File: src/design/pcss_pkg.sv
// Shared constants and types for the 16-bit card socket cycle engine
package pcss_pkg;

  // Core clock
  localparam int CLK_NS = 40;

  // Cycle timing, in ns as specified
  localparam int SETUP_NS      = 100;
  localparam int STROBE_NS     = 300;
  localparam int HOLD_NS       = 40;
  localparam int CARD_RESET_NS = 10000;

  // Cycle counts, rounded up to whole clocks
  localparam logic [7:0] SETUP_CYC  = 8'((SETUP_NS + CLK_NS - 1) / CLK_NS);
  localparam logic [7:0] STROBE_CYC = 8'((STROBE_NS + CLK_NS - 1) / CLK_NS);
  localparam logic [7:0] HOLD_CYC   = 8'((HOLD_NS + CLK_NS - 1) / CLK_NS);
  localparam logic [7:0] RESET_CYC  = 8'((CARD_RESET_NS + CLK_NS - 1) / CLK_NS);

  // Bus widths
  localparam int DATA_W = 16;
  localparam int SYNC_W = DATA_W + 5;

  // Host request kinds
  typedef enum logic [2:0] {
    K_MEM_RD,
    K_MEM_WR,
    K_ATT_RD,
    K_ATT_WR,
    K_IO_RD,
    K_IO_WR
  } pcss_kind_t;

  // DMA direction: read moves host to card, write moves card to host
  localparam logic DMA_DIR_READ  = 1'b0;
  localparam logic DMA_DIR_WRITE = 1'b1;

  // Voltage sense classes, coded as {sense_b, sense_a}
  typedef enum logic [1:0] {
    VOLT_CLASS_0,
    VOLT_CLASS_1,
    VOLT_CLASS_2,
    VOLT_CLASS_3
  } pcss_volt_t;

endpackage : pcss_pkg

File: src/design/pcss_sync.sv
// Two-stage synchroniser for asynchronous card inputs
`timescale 1ns/1ps
module pcss_sync #(
  parameter int W = 1
) (
  // Clock and reset
  input  wire logic         clk,
  input  wire logic         rst,
  // Asynchronous in, synchronous out
  input  wire logic [W-1:0] d,
  output logic      [W-1:0] q
);

  typedef struct packed {
    logic [W-1:0] meta;
    logic [W-1:0] held;
  } pcss_sync_regs_t;

  pcss_sync_regs_t sync_r;
  pcss_sync_regs_t sync_nxt;

  // Only the second stage is read outside this module
  always_comb begin
    sync_nxt.meta = d;
    sync_nxt.held = sync_r.meta;
  end

  always_ff @(posedge clk or posedge rst) begin
    if (rst) begin
      sync_r <= '0;
    end else begin
      sync_r <= sync_nxt;
    end
  end

  assign q = sync_r.held;

endmodule : pcss_sync

File: src/design/pcss_socket.sv
// Host-side signalling engine for one 16-bit card socket
// Overview of operation
// - Memory read pulses output-enable strobe low
// - Output-enable marks terminal count on DMA write
// - Write-enable strobe clocks memory write data
// - Write-enable marks terminal count on DMA read
// - Ready only in memory mode, else interrupt
// - Attribute select high on common memory
// - Attribute select picks attribute or I/O space
// - Attribute select acts as DMA acknowledge
// - Card reset output forces hard reset
// - Both sense lines decide card voltage
// - Wait from card stretches current strobe
// - Write-protect pin reports card switch in memory mode only
// - I/O read and write strobes pulse low
`timescale 1ns/1ps
module pcss_socket
  import pcss_pkg::*;
(
  // Clock and reset
  input  wire logic              clk,
  input  wire logic              rst,
  // Socket configuration
  input  wire logic              mem_only_mode,
  input  wire logic              dma_en,
  input  wire logic              card_reset_req,
  // Host request
  input  wire logic              req_valid,
  output logic                   req_ready,
  input  pcss_kind_t             req_kind,
  input  wire logic [DATA_W-1:0] req_wdata,
  // Host response
  output logic                   resp_valid,
  output logic      [DATA_W-1:0] resp_rdata,
  // DMA channel
  input  wire logic              dma_dir,
  input  wire logic              dma_last,
  input  wire logic [DATA_W-1:0] dma_wdata,
  output logic                   dma_done,
  // Card status to host
  output logic                   card_ready,
  output logic                   card_irq,
  output logic                   write_protect,
  output logic                   io_wide,
  output logic                   dma_pending,
  output pcss_volt_t             volt_class,
  output logic                   cycle_busy,
  // Card strobes
  output logic                   mem_read_strobe_n,
  output logic                   mem_write_strobe_n,
  output logic                   io_read_strobe_n,
  output logic                   io_write_strobe_n,
  output logic                   attr_select_n,
  output logic                   card_reset,
  // Card data bus
  input  wire logic [DATA_W-1:0] card_data_i,
  output logic      [DATA_W-1:0] card_data_o,
  output logic                   card_data_oe,
  // Card status pins
  input  wire logic              card_wait_n,
  input  wire logic              card_irq_n,
  input  wire logic              io_port_wide_ack_n,
  input  wire logic              voltage_sense_a,
  input  wire logic              voltage_sense_b
);

  typedef enum logic [2:0] {
    ST_IDLE,
    ST_SETUP,
    ST_STROBE,
    ST_HOLD,
    ST_RESET
  } pcss_state_t;

  typedef struct packed {
    pcss_state_t       st;
    logic [7:0]        cnt;
    pcss_kind_t        kind;
    logic              dma;
    logic              dma_wr;
    logic              tc;
    logic              oe_n;
    logic              we_n;
    logic              io_read_strobe_n_n;
    logic              io_write_strobe_n_n;
    logic              reg_n;
    logic              card_reset;
    logic              data_oe;
    logic [DATA_W-1:0] wdata;
    logic [DATA_W-1:0] rdata;
    logic              done;
    logic              dma_done;
    logic              ready;
    logic              irq;
    logic              wprot;
    logic              wide;
    logic              dreq;
    pcss_volt_t        volt;
  } pcss_regs_t;

  // Card held in reset after controller reset
  localparam pcss_regs_t RST_VAL = '{
    st: ST_RESET, cnt: RESET_CYC - 8'h01, kind: K_MEM_RD, dma: 1'b0,
    dma_wr: 1'b0, tc: 1'b0, oe_n: 1'b1, we_n: 1'b1, io_read_strobe_n_n: 1'b1,
    io_write_strobe_n_n: 1'b1, reg_n: 1'b1, card_reset: 1'b1, data_oe: 1'b0,
    wdata: '0, rdata: '0, done: 1'b0, dma_done: 1'b0, ready: 1'b0,
    irq: 1'b0, wprot: 1'b0, wide: 1'b0, dreq: 1'b0, volt: VOLT_CLASS_0};

  pcss_regs_t        s_r;
  pcss_regs_t        s_nxt;
  logic [SYNC_W-1:0] sync_q;
  logic [DATA_W-1:0] data_s;
  logic              wait_n_s;
  logic              irq_n_s;
  logic              wp_s;
  logic              vs_a_s;
  logic              vs_b_s;
  logic              wr_blocked;
  logic              dma_start;
  logic              is_write;

  pcss_sync #(
    .W (SYNC_W)
  ) u_sync (
    .clk (clk),
    .rst (rst),
    .d   ({card_data_i, card_wait_n, card_irq_n, io_port_wide_ack_n,
           voltage_sense_a, voltage_sense_b}),
    .q   (sync_q)
  );

  assign {data_s, wait_n_s, irq_n_s, wp_s, vs_a_s, vs_b_s} = sync_q;

  // Hold off memory writes while busy
  assign wr_blocked = mem_only_mode && !irq_n_s && (req_kind == K_MEM_WR);
  assign dma_start  = dma_en && wp_s && !card_reset_req;
  assign is_write   = (req_kind == K_MEM_WR) || (req_kind == K_ATT_WR) ||
                      (req_kind == K_IO_WR);
  assign req_ready  = (s_r.st == ST_IDLE) && !card_reset_req && !dma_start &&
                      !wr_blocked;

  always_comb begin
    s_nxt          = s_r;
    s_nxt.done     = 1'b0;
    s_nxt.dma_done = 1'b0;
    // Shared pin split by interface mode
    s_nxt.ready    = mem_only_mode && irq_n_s;
    s_nxt.irq      = !mem_only_mode && !irq_n_s;
    s_nxt.wprot    = mem_only_mode && wp_s;
    s_nxt.wide     = !mem_only_mode && !dma_en && !wp_s;
    s_nxt.dreq     = dma_en && wp_s;
    s_nxt.volt     = pcss_volt_t'({vs_b_s, vs_a_s});
    case (s_r.st)
      ST_IDLE: begin
        if (card_reset_req) begin
          s_nxt.st         = ST_RESET;
          s_nxt.cnt        = RESET_CYC - 8'h01;
          s_nxt.card_reset = 1'b1;
        end else if (dma_start) begin
          s_nxt.st      = ST_SETUP;
          s_nxt.cnt     = SETUP_CYC - 8'h01;
          s_nxt.dma     = 1'b1;
          s_nxt.dma_wr  = dma_dir;
          s_nxt.tc      = dma_last;
          s_nxt.reg_n   = 1'b0;
          s_nxt.wdata   = dma_wdata;
          s_nxt.data_oe = (dma_dir == DMA_DIR_READ);
        end else if (req_valid && req_ready) begin
          s_nxt.st      = ST_SETUP;
          s_nxt.cnt     = SETUP_CYC - 8'h01;
          s_nxt.dma     = 1'b0;
          s_nxt.kind    = req_kind;
          // Common memory keeps attribute select high
          s_nxt.reg_n   = (req_kind == K_MEM_RD) || (req_kind == K_MEM_WR);
          s_nxt.wdata   = req_wdata;
          s_nxt.data_oe = is_write;
        end
      end
      ST_SETUP: begin
        if (s_r.cnt != 8'h00) begin
          s_nxt.cnt = s_r.cnt - 8'h01;
        end else begin
          s_nxt.st  = ST_STROBE;
          s_nxt.cnt = STROBE_CYC - 8'h01;
          if (s_r.dma) begin
            // DMA data moves on I/O strobes
            s_nxt.io_read_strobe_n_n = !(s_r.dma_wr == DMA_DIR_WRITE);
            s_nxt.io_write_strobe_n_n = !(s_r.dma_wr == DMA_DIR_READ);
            s_nxt.oe_n   = !(s_r.tc && s_r.dma_wr == DMA_DIR_WRITE);
            s_nxt.we_n   = !(s_r.tc && s_r.dma_wr == DMA_DIR_READ);
          end else begin
            s_nxt.oe_n   = !(s_r.kind == K_MEM_RD || s_r.kind == K_ATT_RD);
            s_nxt.we_n   = !(s_r.kind == K_MEM_WR || s_r.kind == K_ATT_WR);
            // I/O strobes with attribute select low
            s_nxt.io_read_strobe_n_n = !(s_r.kind == K_IO_RD);
            s_nxt.io_write_strobe_n_n = !(s_r.kind == K_IO_WR);
          end
        end
      end
      ST_STROBE: begin
        if (s_r.cnt != 8'h00) begin
          s_nxt.cnt = s_r.cnt - 8'h01;
        end else if (wait_n_s) begin
          s_nxt.st     = ST_HOLD;
          s_nxt.cnt    = HOLD_CYC - 8'h01;
          s_nxt.oe_n   = 1'b1;
          s_nxt.we_n   = 1'b1;
          s_nxt.io_read_strobe_n_n = 1'b1;
          s_nxt.io_write_strobe_n_n = 1'b1;
          s_nxt.rdata  = data_s;
        end
      end
      ST_HOLD: begin
        if (s_r.cnt != 8'h00) begin
          s_nxt.cnt = s_r.cnt - 8'h01;
        end else begin
          s_nxt.st       = ST_IDLE;
          s_nxt.reg_n    = 1'b1;
          s_nxt.data_oe  = 1'b0;
          s_nxt.done     = 1'b1;
          s_nxt.dma_done = s_r.dma;
          s_nxt.dma      = 1'b0;
          s_nxt.tc       = 1'b0;
        end
      end
      ST_RESET: begin
        if (s_r.cnt != 8'h00) begin
          s_nxt.cnt = s_r.cnt - 8'h01;
        end else begin
          s_nxt.st         = ST_IDLE;
          s_nxt.card_reset = 1'b0;
        end
      end
      default: begin
        s_nxt = RST_VAL;
      end
    endcase
  end

  always_ff @(posedge clk or posedge rst) begin
    if (rst) begin
      s_r <= RST_VAL;
    end else begin
      s_r <= s_nxt;
    end
  end

  assign resp_valid         = s_r.done;
  assign resp_rdata         = s_r.rdata;
  assign dma_done           = s_r.dma_done;
  assign card_ready         = s_r.ready;
  assign card_irq           = s_r.irq;
  assign write_protect      = s_r.wprot;
  assign io_wide            = s_r.wide;
  assign dma_pending        = s_r.dreq;
  assign volt_class         = s_r.volt;
  assign cycle_busy         = (s_r.st != ST_IDLE);
  assign mem_read_strobe_n  = s_r.oe_n;
  assign mem_write_strobe_n = s_r.we_n;
  assign io_read_strobe_n   = s_r.io_read_strobe_n_n;
  assign io_write_strobe_n  = s_r.io_write_strobe_n_n;
  assign attr_select_n      = s_r.reg_n;
  assign card_reset         = s_r.card_reset;
  assign card_data_o        = s_r.wdata;
  assign card_data_oe       = s_r.data_oe;
endmodule : pcss_socket

File: config.mk
export PLATFORM = sky130hd
export DESIGN_NAME = pcss_socket
export DESIGN_NICKNAME = d
export VERILOG_FILES = /design/src/design/pcss_pkg.sv /design/src/design/pcss_sync.sv /design/src/design/pcss_socket.sv
export SDC_FILE = /design/constraint.sdc
export NUM_CORES = 1
export LEC_CHECK = 0
export BUFFER_PORTS_ARGS = -buffer_cell sky130_fd_sc_hd__buf_2
export CORE_MARGIN = 3
export CORE_UTILIZATION = 48
export DETAILED_ROUTE_END_ITERATION = 8
export PLACE_DENSITY = 0.85
export RECOVER_POWER = 25
export SYNTH_ARGS = -nofsm -noshare
export SYNTH_HDL_FRONTEND = slang
export SYNTH_SLANG_ARGS = --single-unit
File: constraint.sdc
create_clock -name clk -period 2.8 [get_ports clk]
set_input_delay 0 -clock clk [delete_from_list [all_inputs] [get_ports clk]]
set_output_delay 0 -clock clk [all_outputs]
set_load 0.02 [all_outputs]
==> impl_metrics.json <==
{
  "start_util": 0.496,
  "crit_path_top_delay_cell": "dfstp_2",
  "yosysSeqAreaShare": 0.585,
  "vdd_ir_drop_max_mv": 0.331,
  "cts-root-buf": "clkbuf_8",
  "htree_levels": 3,
  "groute.usage.overall": 0.196,
  "cts_tree": "done",
  "crit_required_ns": 3.07,
  "chipWidth_um": 104,
  "grt_pass1_wl_um": 17200,
  "antenna_found_initial": 0,
  "cts_num_sinks": 107,
  "io_buffers": 113,
  "arrival_ns": 2.57,
  "p_leak_nw": 2.69,
  "fin_crit_sh": 0.821,
  "grt_pass1_vias": 3558,
  "postRouteAntennaNets": 0,
  "drt_pass1_iterations": 4,
  "cp-end-kind": "register",
  "hold_violations": 0,
  "yosysWarnings": 0,
  "diodes": 0,
  "slew_violations": 0,
  "final_util": 0.622,
  "ys.flop_type": "dfrtp_1",
  "core_area_sq_um": 9280,
  "rows": 35,
  "setup_viol": 0,
  "hold_path.class": "input pin to register",
  "setup_tns_ns": 0,
  "cts.clk_slew.worst_paths_ns": 0.10,
  "io_pins": 114,
  "drt-initial-drc-count": 210,
  "hold_ws_ns": 0.0158,
  "syn_nets": 478,
  "fin_ws_ns": 0.501,
  "holdPathStages": 3,
  "gp_congestion": 0.917,
  "final_nets": 611,
  "syn_area_sq_um": 4600,
  "clkLatencyLatePin_ns": 0.37,
  "grt_max_degree": 94,
  "critPathTopFamily": "flip-flops",
  "min_period_ns": 2.30,
  "rsz0062_at_grt": "false",
  "wl_per_cell_um": 15.0,
  "reg2reg_depth": 6,
  "fillers": 777,
  "skew_ns": 0.00929,
  "drt_wl_total_um": 10200,
  "overflow": 0,
  "numCtsBuffers": 9,
  "clk_path_buf_depth": 2,
  "worstPathMaxFanout": 32,
  "path_cells": "nor3_1, buf_4, inv_2, o221a_2, nand2_1, o31ai_1",
  "die_height_um": 104,
  "relSlewSlack": 0.262,
  "final_common_cell": "dfrtp_1",
  "dp_hpwl_um": 6620,
  "synthArstFlopShare": 1.00,
  "critPathLaunchType": "register",
  "final_cell_mix": "dfrtp_1, buf_2, nand2_1, dlygate4sd3_1, o21ai_0",
  "critPathBufInv": 2,
  "slowest_delay_ns": 0.80,
  "post_cts_buffers": 0,
  "drive_gt1_frac": 0.264,
  "outcome": "complete, no violations",
  "drc": 0,
  "synth_cell_types": 59,
  "critPathKind": "register to register",
  "crit_cells": 6,
  "dieArea_sq_um": 10800,
  "syn_avg_cell_area_sq_um": 11.2,
  "dp_worst_setup_slack_ns": 0.514,
  "cap_violations": 0,
  "power_mw": 4.03,
  "synth-seq-cells": 107,
  "area_delta_synth_final_pct": 25.4,
  "fmaxAchievable_ghz": 0.435,
  "synth_edf_count": 0,
  "syn_inst": 412,
  "vias": 3495,
  "viasPerCell": 5.15,
  "worst_slew_pin_slew_ns": 1.10,
  "power.density_nw_per_um2": 698
}
-- synth_stat cells (2+ instances only) --
master      n  area [sq um]
nor2b_1     4          25.0
dfrtp_1    94          2350
a21oi_1    12          60.1
clkbuf_1    8          30.0
nor3_1      9          45.0
nor3b_1     3          22.5
dfstp_2    13           342
nor4b_1     3          26.3
buf_4      35           263
ha_1        2          25.0
mux2i_1    19           190
o31ai_1    19           143
o2bb2ai_1   6          52.6
and3_1      3          18.8
nor2_1     16          60.1
mux2_4      4          60.1
a32o_1      2          20.0
nand2b_1    4          25.0
o21ai_0    28           140
and2_1      4          25.0
buf_1       3          11.3
a21oi_2     2          17.5
buf_2       8          40.0
inv_1       6          22.5
nand2_1    67           251
nor4_1      4          25.0
a31oi_1     2          12.5
-- logic make-up after synthesis --
family | after synthesis | synth area share
muxes | 24 | 0.0568
adders and majority gates | 3 | 0.00761
xor gates and xnor gates | 2 | 0.00381
AOI/OAI and AO/OA | 89 | 0.136
and+or+nand+nor | 126 | 0.130
DFF | 107 | 0.585
buffers and inverters | 61 | 0.0805
-- power by group --
group / switching [mW] / internal (mW)
Clock: 0.559 / 0.348
Combinational: 0.582 / 0.472
Sequential: 0.211 / 1.86
-- through the flow --
stage          std cells  area, sq um
2_1_floorplan        412         4600
3_3_place_gp         606         5040
3_5_place_dp         606         5040
4_1_cts              679         5800
5_1_grt              679         5770
6_report             679         5770
-- routing by layer --
metal,GRT usage,part of all wire,vias up
li1,-,-,1670
met4,0.0693,0.022,0
met2,0.335,0.51,124
met1,0.247,0.41,1680
met5,0,0,-
met3,0.0428,0.054,21
-- area by class of cell --
cell class,instances,area [sq um],area share
clock inverters,7,70.1,0.0121
repair buffers,176,1150,0.199
well taps,129,161,0.0280
clock buffers,9,124,0.0215
flip-flops and latches,107,2690,0.467
multi-input cells,244,1540,0.267
inverters,7,28.8,0.00498
-- worst register-to-register path, delay by kind of cell (launching register included) --
kind / cells / cell delay, ns
compound gates: 2 / 0.75
buf+inv: 2 / 0.45
flops: 1 / 0.80
simple gates: 2 / 0.22
-- worst paths after layout --
kind	slack, ns	from	end
max reg2reg	0.50	s_r[64]$_DFFE_PP1P_	card_data_o[10]$_DFFE_PP0P_
min	0.02	dma_wdata[5]	card_data_o[5]$_DFFE_PP0P_
max	0.50	s_r[64]$_DFFE_PP1P_	card_data_o[10]$_DFFE_PP0P_
min reg2reg	0.36	u_sync.sync_nxt[16]$_DFF_PP0_	u_sync.q[16]$_DFF_PP0_
max in group asynchronous	1.54	rst	card_data_o[5]$_DFFE_PP0P_
min in group asynchronous	0.45	rst	resp_rdata[7]$_DFFE_PP0P_
-- state kept, by name, summed over array words and instances (netlist names), 2 cells and up --
name             count
card_data_o         16
resp_rdata          16
s_r                 17
u_sync.q            21
u_sync.sync_nxt     21
volt_class           2
-- timing repair --
item                      in CTS  in global routing
hold endpoints to repair     122                  0
resized for setup              0                  0
hold buffers                  57                  0
No activity file was read; power rests on OpenSTA's default activity.
